**src/quc_channel.sv**
```systemverilog
// Shared constants of the quad UART host port, plus one channel's register slice.
// Assumes strobes arrive already synchronised and edge-detected as one-cycle pulses on clk_sys.
//
// How it works
// - Separate-select mode drives each channel's active-high interrupt when modem control bit 3 permits.
// - Interrupt sources are receiver errors, received data, transmit empty and modem status.
// - With drive select high the interrupt outputs are driven in separate mode outside reset, modem control bit ignored.
// - With drive select low modem control bit 3 enables outputs; no effect in combined mode.
// - A read strobe returns the addressed register on the data bus; ignored in combined mode.
// - A write strobe stores the data bus into the addressed register, except the status registers at addresses 2, 5 and 6, which ignore writes.
// - Combined mode merges all four channel interrupts onto one request.
// - The combined request is driven low while any enabled source is pending, else released.
// - In separate-select mode a high reset pin clears registers and outputs.
// - Serial transmit and receive stay disabled while reset is active.
// - In combined mode the reset pin has the same effect but is active low.
// - A rising edge on the ring input raises a modem status interrupt.

`timescale 1ns/100ps

package quc_pkg;
	localparam int        CHANNELS    = 4;
	// Register addresses on A0-A2
	localparam logic [2:0] ADDR_HOLD   = 3'h0;
	localparam logic [2:0] ADDR_IRQ_EN = 3'h1;
	localparam logic [2:0] ADDR_ISR    = 3'h2;
	localparam logic [2:0] ADDR_LCR    = 3'h3;
	localparam logic [2:0] ADDR_MODCTL = 3'h4;
	localparam logic [2:0] ADDR_LSR    = 3'h5;
	localparam logic [2:0] ADDR_MSR    = 3'h6;
	localparam logic [2:0] ADDR_SCR    = 3'h7;
	// Field positions
	localparam int        IEN_RXAVAIL = 0;
	localparam int        IEN_TXEMPTY = 1;
	localparam int        IEN_RXERR   = 2;
	localparam int        IEN_MODEM   = 3;
	localparam int        CTL_IRQEN   = 3;
	localparam int        LSR_RXAVAIL = 0;
	localparam int        LSR_RXERR   = 1;
	localparam int        LSR_TXEMPTY = 5;
	localparam int        MSR_RINGUP  = 2;
	localparam int        MSR_RING    = 6;
	// Interrupt identification codes, highest priority first
	localparam logic [7:0] ISR_RXERR   = 8'h06;
	localparam logic [7:0] ISR_RXAVAIL = 8'h04;
	localparam logic [7:0] ISR_TXEMPTY = 8'h02;
	localparam logic [7:0] ISR_MODEM   = 8'h00;
	localparam logic [7:0] ISR_NONE    = 8'h01;
	localparam logic [7:0] REG_RESET   = 8'h00;
	// Positions in the top-level synchroniser vector
	localparam int        SY_RD       = 0;
	localparam int        SY_WR       = 1;
	localparam int        SY_CS       = 2;
	localparam int        SY_ADDR     = 6;
	localparam int        SY_DATA     = 11;
	localparam int        SY_MODE     = 19;
	localparam int        SY_SEL      = 20;
	localparam int        SY_RST      = 21;
	localparam int        SY_W        = 22;
endpackage : quc_pkg

module quc_channel import quc_pkg::*; (
	input  wire logic       clk_sys,
	input  wire logic       rst_n,
	input  wire logic       devReset,
	input  wire logic       ringPin_n,
	input  wire logic       rxError,
	input  wire logic       rxAvail,
	input  wire logic       txEmpty,
	input  wire logic       wrEvent,
	input  wire logic       rdEvent,
	input  wire logic [2:0] regAddr,
	input  wire logic [7:0] wrData,
	output logic      [7:0] regValue,
	output logic            pending,
	output logic            irqEnable
);
	// ************************************************************
	// State
	// ************************************************************
	typedef struct packed {
		logic [7:0] holdReg;
		logic [7:0] irqEnableReg;
		logic [7:0] lcr;
		logic [7:0] modemCtrlReg;
		logic [7:0] scratch;
		logic       ringS1;
		logic       ringS2;
		logic       ringPrev;
		logic       msFlag;
	} quc_chan_type;

	quc_chan_type r;
	quc_chan_type next_r;
	logic         ringRise;
	logic [7:0]   isrCode;

	// Rising ring edge seen on the second synchroniser stage only
	assign ringRise = r.ringS2 & ~r.ringPrev;

	// Enabled pending sources; line status inputs are live, only the ring flag holds until a modem status read
	always_comb begin
		pending = (r.irqEnableReg[IEN_RXERR] & rxError) | (r.irqEnableReg[IEN_RXAVAIL] & rxAvail)
			| (r.irqEnableReg[IEN_TXEMPTY] & txEmpty) | (r.irqEnableReg[IEN_MODEM] & r.msFlag);
		if (r.irqEnableReg[IEN_RXERR] & rxError) begin
			isrCode = ISR_RXERR;
		end else if (r.irqEnableReg[IEN_RXAVAIL] & rxAvail) begin
			isrCode = ISR_RXAVAIL;
		end else if (r.irqEnableReg[IEN_TXEMPTY] & txEmpty) begin
			isrCode = ISR_TXEMPTY;
		end else if (r.irqEnableReg[IEN_MODEM] & r.msFlag) begin
			isrCode = ISR_MODEM;
		end else begin
			isrCode = ISR_NONE;
		end
	end

	assign irqEnable = r.modemCtrlReg[CTL_IRQEN];

	// Read mux; status registers show live block state
	always_comb begin
		regValue = REG_RESET;
		unique case (regAddr)
			ADDR_HOLD: regValue = r.holdReg;
			ADDR_IRQ_EN: regValue = r.irqEnableReg;
			ADDR_ISR:  regValue = isrCode;
			ADDR_LCR:  regValue = r.lcr;
			ADDR_MODCTL: regValue = r.modemCtrlReg;
			ADDR_LSR: begin
				regValue[LSR_RXAVAIL] = rxAvail;
				regValue[LSR_RXERR]   = rxError;
				regValue[LSR_TXEMPTY] = txEmpty;
			end
			ADDR_MSR: begin
				regValue[MSR_RINGUP] = r.msFlag;
				regValue[MSR_RING]   = ~r.ringS2;
			end
			ADDR_SCR:  regValue = r.scratch;
		endcase
	end

	// Next state: writes, ring flag with set winning over read-clear
	always_comb begin
		next_r          = r;
		next_r.ringS1   = ringPin_n;
		next_r.ringS2   = r.ringS1;
		next_r.ringPrev = r.ringS2;
		if (wrEvent) begin
			unique case (regAddr)
				ADDR_HOLD: next_r.holdReg = wrData;
				ADDR_IRQ_EN: next_r.irqEnableReg = wrData;
				ADDR_LCR:    next_r.lcr          = wrData;
				ADDR_MODCTL: next_r.modemCtrlReg = wrData;
				ADDR_SCR:  next_r.scratch = wrData;
				default:   next_r.holdReg = r.holdReg;
			endcase
		end
		if (rdEvent && regAddr == ADDR_MSR) begin
			next_r.msFlag = 1'b0;
		end
		if (ringRise) begin
			next_r.msFlag = 1'b1;
		end
		if (devReset) begin
			next_r.holdReg = REG_RESET;
			next_r.irqEnableReg = REG_RESET;
			next_r.lcr          = REG_RESET;
			next_r.modemCtrlReg = REG_RESET;
			next_r.scratch = REG_RESET;
			next_r.msFlag  = 1'b0;
		end
	end

	// Ring stages reset to idle high so release does not fake an edge
	always_ff @(posedge clk_sys) begin
		if (!rst_n) begin
			r          <= '0;
			r.ringS1   <= 1'b1;
			r.ringS2   <= 1'b1;
			r.ringPrev <= 1'b1;
		end else begin
			r <= next_r;
		end
	end
endmodule : quc_channel

```
**src/quc_host_port.sv**
```systemverilog
// Host strobe port, reset handling and interrupt outputs of a four-channel UART.
// Assumes all host pins are asynchronous to clk_sys and held stable across a strobe.

`timescale 1ns/100ps

module quc_host_port import quc_pkg::*; (
	input  wire logic       clk_sys,
	input  wire logic       rst_n,
	input  wire logic       resetPin,
	input  wire logic       busMode68,
	input  wire logic       irqDriveSelect,
	input  wire logic       hostReadStrobe_n,
	input  wire logic       hostWriteStrobe_n,
	input  wire logic [3:0] channelSelect_n,
	input  wire logic [4:0] hostAddr,
	input  wire logic [7:0] hostDataIn,
	output logic      [7:0] hostDataOut,
	output logic            hostDataOe_n,
	input  wire logic [3:0] ringPin_n,
	input  wire logic [3:0] rxError,
	input  wire logic [3:0] rxAvail,
	input  wire logic [3:0] txEmpty,
	output logic      [3:0] channelIrqOut,
	output logic      [3:0] channelIrqOe_n,
	output logic            irqReqOut,
	output logic            irqReqOe_n,
	output logic      [3:0] txEnable,
	output logic      [3:0] rxEnable
);
	// ************************************************************
	// State
	// ************************************************************
	typedef struct packed {
		logic [SY_W-1:0] s1;
		logic [SY_W-1:0] s2;
		logic            rdPrev;
		logic            wrPrev;
		logic            csPrev;
		logic            dataDrive;
		logic [7:0]      dataOut;
		logic            serialOn;
	} quc_port_type;

	quc_port_type r;
	quc_port_type next_r;

	logic       rdS;
	logic       wrS;
	logic [3:0] csS;
	logic [4:0] addrS;
	logic [7:0] dataS;
	logic       mode68;
	logic       selS;
	logic       devReset;
	logic       anyCs;
	logic [1:0] chan16;
	logic [1:0] chan;
	logic       csFall;
	logic       rdEv;
	logic       wrEv;
	logic       readActive;
	logic [3:0] pend;
	logic [3:0] ctrlIrqEn;
	logic [7:0] chanReg [CHANNELS];

	// Every host pin passes two flops; logic reads the second stage only
	assign rdS    = r.s2[SY_RD];
	assign wrS    = r.s2[SY_WR];
	assign csS    = r.s2[SY_CS +: 4];
	assign addrS  = r.s2[SY_ADDR +: 5];
	assign dataS  = r.s2[SY_DATA +: 8];
	assign mode68 = r.s2[SY_MODE];
	assign selS   = r.s2[SY_SEL];

	// Reset pin polarity follows the bus mode
	assign devReset = mode68 ? ~r.s2[SY_RST] : r.s2[SY_RST];

	// ************************************************************
	// Strobe decode
	// ************************************************************
	// Lowest selected channel wins if the host selects several at once
	always_comb begin
		chan16 = 2'd0;
		for (int i = CHANNELS - 1; i >= 0; i--) begin
			if (!csS[i]) begin
				chan16 = 2'(i);
			end
		end
	end

	assign anyCs  = ~&csS;
	assign chan   = mode68 ? addrS[4:3] : chan16;
	assign csFall = r.csPrev & ~csS[0];

	// Separate strobes act on their falling edge; combined mode uses the select edge and R/W level
	always_comb begin
		if (mode68) begin
			rdEv       = csFall & wrS;
			wrEv       = csFall & ~wrS;
			readActive = ~csS[0] & wrS;
		end else begin
			rdEv       = r.rdPrev & ~rdS & anyCs;
			wrEv       = r.wrPrev & ~wrS & anyCs;
			readActive = ~rdS & anyCs;
		end
	end

	// ************************************************************
	// Channels
	// ************************************************************
	for (genvar g = 0; g < CHANNELS; g++) begin : gChan
		quc_channel uChan (
			.clk_sys   (clk_sys),
			.rst_n     (rst_n),
			.devReset  (devReset),
			.ringPin_n (ringPin_n[g]),
			.rxError   (rxError[g]),
			.rxAvail   (rxAvail[g]),
			.txEmpty   (txEmpty[g]),
			.wrEvent   (wrEv && chan == 2'(g)),
			.rdEvent   (rdEv && chan == 2'(g)),
			.regAddr   (addrS[2:0]),
			.wrData    (dataS),
			.regValue  (chanReg[g]),
			.pending   (pend[g]),
			.irqEnable (ctrlIrqEn[g])
		);
	end

	// ************************************************************
	// Next state
	// ************************************************************
	always_comb begin
		next_r        = r;
		next_r.s1     = {resetPin, irqDriveSelect, busMode68, hostDataIn, hostAddr,
			channelSelect_n, hostWriteStrobe_n, hostReadStrobe_n};
		next_r.s2     = r.s1;
		next_r.rdPrev = rdS;
		next_r.wrPrev = wrS;
		next_r.csPrev = csS[0];
		// Read data is captured once per strobe and held while the strobe stays asserted
		if (rdEv) begin
			next_r.dataOut   = chanReg[chan];
			next_r.dataDrive = 1'b1;
		end else if (!readActive) begin
			next_r.dataDrive = 1'b0;
		end
		next_r.serialOn = ~devReset;
		if (devReset) begin
			next_r.dataDrive = 1'b0;
			next_r.dataOut   = REG_RESET;
		end
	end

	// Strobe history and the strobe and select bits of both synchroniser stages reset to idle high so release is not mistaken for an edge
	always_ff @(posedge clk_sys) begin
		if (!rst_n) begin
			r                  <= '0;
			r.rdPrev           <= 1'b1;
			r.wrPrev           <= 1'b1;
			r.csPrev           <= 1'b1;
			r.s1[SY_RD]        <= 1'b1;
			r.s1[SY_WR]        <= 1'b1;
			r.s1[SY_CS +: 4]   <= 4'hf;
			r.s2[SY_RD]        <= 1'b1;
			r.s2[SY_WR]        <= 1'b1;
			r.s2[SY_CS +: 4]   <= 4'hf;
		end else begin
			r <= next_r;
		end
	end

	// ************************************************************
	// Outputs
	// ************************************************************
	assign hostDataOut  = r.dataOut;
	assign hostDataOe_n = ~r.dataDrive;
	assign txEnable     = {CHANNELS{r.serialOn}};
	assign rxEnable     = {CHANNELS{r.serialOn}};

	// Per-channel outputs are three-state; the combined request is open drain, low only
	always_comb begin
		for (int i = 0; i < CHANNELS; i++) begin
			channelIrqOut[i]  = pend[i];
			channelIrqOe_n[i] = mode68 | ~(selS | ctrlIrqEn[i]) | devReset;
		end
		irqReqOut  = 1'b0;
		irqReqOe_n = ~(mode68 & |pend & ~devReset);
	end
endmodule : quc_host_port

```
**config.mk**
```make
export PLATFORM = sky130hd
export DESIGN_NAME = quc_host_port
export DESIGN_NICKNAME = d
export VERILOG_FILES = /design/src/quc_channel.sv /design/src/quc_host_port.sv
export SDC_FILE = /design/constraint.sdc
export NUM_CORES = 1
export LEC_CHECK = 0
export ABC_AREA = 1
export BUFFER_PORTS_ARGS = -buffer_cell sky130_fd_sc_hd__buf_4
export CORE_MARGIN = 2
export CORE_UTILIZATION = 40
export CTS_CLUSTER_SIZE = 28
export DETAILED_ROUTE_END_ITERATION = 8
export HOLD_SLACK_MARGIN = 0.1
export PLACE_DENSITY = 0.58
export SYNTH_ARGS = -nofsm -noshare
export SYNTH_HDL_FRONTEND = slang
export SYNTH_SLANG_ARGS = --single-unit
```
**constraint.sdc**
```tcl
create_clock -name clk_sys -period 3.9 [get_ports clk_sys]
set_input_delay 0.195 -clock clk_sys [delete_from_list [all_inputs] [get_ports clk_sys]]
set_output_delay 0.195 -clock clk_sys [all_outputs]
set_load 0.01 [all_outputs]
```
# == Word level (Yosys, flattened, before mapping) ==
# Index checks and enable logic that the tools add are counted.
# classes
muxes,62
n_reduce_logical,42
n_eq_ne,11
n_mul,0
n_shift,0
n_div,0
n_bitwise,76
addsub,0
n_lt_le_gt_ge,1
# ops
op,count
$mux 8,14
$pmux 1 s7,12
$pmux 2 s7,4
$pmux 2 s6,4
$reduce_and 2->1,20
$and 1x1->1,31
$or 1x1->1,24
$pmux 1 s6,4
$not 1->1,20
$mux 1,18
$bmux 8 s2,1
$eq 3x3->1 const B,4
$logic_and 1x1->1,12
$mux 2,5
$reduce_bool 2->1,4
$eq 3x2->1 const B,2
$eq 2x2->1 const B,2
$reduce_and 4->1,1
$reduce_or 4->1,1
$eq 3x1->1 const B,1
$ge 3x3->1 const B,1
$logic_not 3->1,1
$not 2->3,1
$eq 2x1->1 const B,1
other kinds (4),4
# word_totals
ram_bits,0
elab_cells,236
latch_bits,0
romBits,0
input_bits,40
reg_bits,233
n_memories,0

# == Longest topological paths before layout ==
# depth
ltp_word,10
mapped_depth,13
depth_no_buf,12

# == By module ==
# From an unflattened synthesis, not the netlist that was laid out.
# hier_totals
cells_unflattened,1686
area_unflattened_um2,11414.7
# modules_own_cells
mod,seq_area_each_um2,n_inst,cells_each,area_each_um2
quc_channel (gChan[0].uChan ...),880.8,3,354,2329.7
quc_host_port,1141.1,1,309,2341.0
quc_channel (gChan[3].uChan),880.8,1,315,2084.5

# == Worst setup path after synthesis ==
# OpenSTA, ideal clock, no wires.
# synth_path
kind,reg2reg
start,"register r, in the netlist mode68"
end,register gChan[2].uChan.r[11] (netlist bit)
setup_time_ps,119
stages_incl_launch_ff,13
t_arrival_ps,1459
required_time_ps,3781
path_slack_ps,2321
path_cell_list,dfxtp_1 buf_6 nor2_4 nand3_2 nand2_2 inv_2 nor2_8 inv_2 nor2_8 nand2_1 buf_2 o21ai_1 a21oi_1
# synth_between
elab_chain_cells,4
elab_cells_between_ends,7
cone_classes,eq/ne: 1; mux: 3; reduce/logical: 3
# synth_rtl
item,line,source
from (decl),quc_host_port.sv:44,quc_port_type r;
from (signal assigned),quc_host_port.sv:169,r <= next_r;
$mux 2,quc_host_port.sv:92,assign chan = mode68 ? addrS[4:3] : chan16;
$eq 2x2->1,quc_host_port.sv:120,".wrEvent (wrEv && chan == 2'(g)),"
$logic_and 1x1->1,quc_host_port.sv:120,
$reduce_and 2->1 (no source line),--,
to (signal assigned),quc_channel.sv:181,r <= next_r;
to (decl),quc_channel.sv:92,quc_chan_type r;
# Parallel ways exist; a longest one is shown, timed or not.
# A chain may end at the register's enable or synchronous reset.

# == Worst setup path in the final report ==
# layout_path
start,"register r, in the netlist addrS[0]"
end,"register r, in the netlist hostDataOut[4]"
# layout_between
elab_chain_cells,5
elab_cells_between_ends,13
cone_classes,eq/ne: 5; mux: 7; reduce/logical: 1
# layout_rtl
item,line,source
"$eq 3x3->1, or another cell as far along",quc_channel.sv:122,unique case (regAddr)
$pmux 2 s6,quc_channel.sv:122,
$bmux 8 s2 *,quc_host_port.sv:143,next_r.dataOut = chanReg[chan];
$mux 8 (implied by the code) * (2 in a row),quc_host_port.sv:143,
# Every way passes the cells marked *; elsewhere a longest branch is shown, timed or not. The select of a mux whose other input is x is not followed.

==> results by group <==
STA
  – Setup TNS: 0 ns
  – Least-Margin Pin Slew: 1.18 ns
  – Final period util: 0.724
  – Count of pins over their slew limit: 0
  – Setup Skew: 0.00975 ns
  – # setup viols final: 0
  – Final Critical Period: 2.82 ns
  – F_max: 354 MHz
  – Hold Vio Cnt, Final: 0
  – RSZ-0062 raised after global routing: no
  – Min Hold Slack: 0.115 ns
  – Slew Limit Headroom: 0.209

Global route
  – Initial antenna violation count: 1
  – Pin count of the biggest net entering global routing: 82
  – First-pass GRT wire length: 53900 microns
  – Vias in the first global route: 9378
  – Gr ovfl total: 0
  – Gr usage total: 0.243

Hold path
  – Worst hold path depth: 2
  – Hold Crit Class: primary input to flop

Drt
  – Via-per-instance ratio: 5.38
  – Detail-routed net length per standard cell: 18.4 microns
  – First-pass DRT Iterations: 7
  – Drt drc: 5
  – ANT nets after route: 0
  – DRT iter0 DRCs: 1012
  – Via Count: 10100
  – Drt total wl: 34600 microns

Worst setup path
  – Crit path max-delay family: simple AND/OR/NAND/NOR gates
  – Critical path peak fanout: 21
  – Buf/Inv on CP: 2
  – Setup CP Type: flop to flop
  – Worst path required time: 4.36 ns
  – CP max stage cell: dfxtp_1
  – Worst-case reg-to-reg path depth: 11
  – CP peak stage delay: 0.83 ns
  – Stages on worst setup path: 11
  – CP dominant cell by count: nand2_1
  – Arrival time at the worst endpoint: 3.28 ns
  – CP Cell Sequence: nand2_1, inv_2, buf_4, nand2_1, nand3_1, nor2_1, nor2_1, nor2_1, nand2_1, nand2_1, a21oi_1
  – Crit path capture type: flop
  – Crit start category: flop

Cells and area
  – Synthesis-to-finish area growth: 14.6%
  – Commonest non-fill, non-tap cell in the layout: nand2_1
  – Core Util, Final: 0.468
  – Commonest cells after routing, fill and taps aside: 411 x nand2_1, 233 x dfxtp_1, 182 x a21oi_1
  – Post-layout nets: 1568
  – Diodes inserted: 0
  – Layout cell share with drive strength beyond 1: 0.109
  – Layout filler cell count: 2654

Clocking
  – Setup Buffers After CTS: 0
  – Root Driver: clkbuf_16
  – Post-CTS sizing: 0
  – Num CTS Buffers: 26
  – H-tree depth: 1
  – Clk slew on worst S/H paths: 0.06 ns
  – Clock Latency Late Sink: 0.54 ns
  – Worst-case clock buffer depth: 3
  – Sink Count: 233
  – Hold-fix buffers, CTS: 26
  – CTS tree: yes

Die
  – Die H: 167 microns
  – Initial Utilization: 0.408
  – Die area: 0.0280 sq mm
  – Chip width: 167 microns
  – Core Box Area: 0.0261 sq mm
  – Cell Rows: 59
  – IO Count: 67

Synthesis
  – Synthesized flop and latch total: 233
  – Synthesized Nets: 1568
  – Mapped cell area: 0.0107 sq mm
  – Synth Area per Inst: 6.98 sq um
  – Post-synthesis sequential area ratio: 0.437
  – Cells after Synth: 1528
  – YS warnings: 0
  – Synth cell types: 30

Place
  – Port-buffer cells: 65
  – DPL Wire Length: 21800 microns
  – Final GP Congestion: 0.872

Outcome
  – Outcome: finished with violations
  – Failing checks: design-rule violations

Job
  – Max Cap Viol: 0

Power
  – PwrDens: 446 mW/mm^2
  – Leakage: 4.98 nW
  – Max IR drop VDD: 0.247 mV
==> path summary, 6_finish.rpt <==
check,start,endpoint,slack (ns)
setup / recovery,addrS[0],hostDataOut[4],1.08
hold reg to reg,gChan[2].uChan.next_r[2],gChan[2].uChan.next_r[1],0.40
hold / removal,rst_n,next_r[15],0.12
setup reg to reg,addrS[0],hostDataOut[4],1.08
==> per-layer routing <==
metal	vias to the layer above	GRT usage	routed length, microns
li1	4970	-	-
met1	4651	0.343	15500
met2	443	0.376	15100
met3	71	0.0473	3060
met4	2	0.0760	898
met5	-	0	13
==> cell type report <==
cell class	instances	area (sq um)	area share
Tap cell	335	419	0.0343
Clock buffer	37	773	0.0632
Inverter	123	463	0.0379
Clock inverter	11	158	0.0129
Sequential cell	233	4660	0.381
Timing Repair Buffer	116	986	0.0806
Multi-Input combinational cell	1028	4760	0.390
==> power breakdown <==
group	total [mW]	switching (mW)	internal [mW]	leakage, nW
logic	0.341	0.237	0.104	2.63
clock network	2.65	1.02	1.64	0.461
registers	2.46	0.0477	2.41	1.89
==> cell usage after synthesis <==
cell type / instances / area share
a21oi_1: 182 / 0.085
clkbuf_1: 40 / 0.014
o21ai_0: 45 / 0.021
nor3_1: 65 / 0.030
nor4_1: 64 / 0.038
nor2_8: 3 / 0.0056
buf_4: 36 / 0.025
buf_2: 52 / 0.024
nand4_1: 11 / 0.0064
o22ai_1: 2 / 0.0012
nand3_2: 1 / 0.00094
nand3_4: 1 / 0.0016
conb_1: 1 / 0.00035
o41ai_1: 1 / 0.00082
inv_1: 115 / 0.040
nand3_1: 116 / 0.054
nand2_1: 411 / 0.14
nand2_4: 1 / 0.0011
nor2_4: 4 / 0.0042
buf_1: 7 / 0.0025
a22oi_1: 3 / 0.0021
inv_2: 7 / 0.0025
nor2_1: 90 / 0.032
dfxtp_1: 233 / 0.44
o21ai_1: 12 / 0.0056
nor2_2: 5 / 0.0029
clkinv_2: 1 / 0.00047
or2_2: 4 / 0.0023
nand2_2: 6 / 0.0035
buf_6: 9 / 0.0095
==> kinds of logic after synthesis <==
| family | Yosys count | share of synthesized area |
|---|---|---|
| other | 1 | 0.000351 |
| AOI/OAI and AO/OA | 245 | 0.116 |
| and+or+nand+nor | 782 | 0.327 |
| buffers and inverters | 267 | 0.119 |
| DFF | 233 | 0.437 |
==> metrics by stage <==
| step | setup WS [ns] | power, mW | cell area (sq um) | instances |
|---|---|---|---|---|
| after floorplan | 2.32 | 2.70 | 10700 | 1528 |
| after global placement | 1.22 | 2.82 | 11000 | 1809 |
| after detailed placement | 1.23 | 2.82 | 11000 | 1809 |
| after CTS | 1.20 | 5.48 | 12200 | 1883 |
| after global routing | 0.916 | 5.62 | 12200 | 1883 |
| final | 1.08 | 5.45 | 12200 | 1883 |
==> state kept, by name (all words and copies together) (netlist names) <==
signal,flops
gChan.uChan.irqEnable,4
addrS,5
dataS,8
gChan.uChan.next_r,8
rxEnable,1
hostDataOut,8
csS,4
r,6
mode68,1
gChan.uChan.r,164
next_r,24
Note: power is estimated with default switching activity, not from simulation.
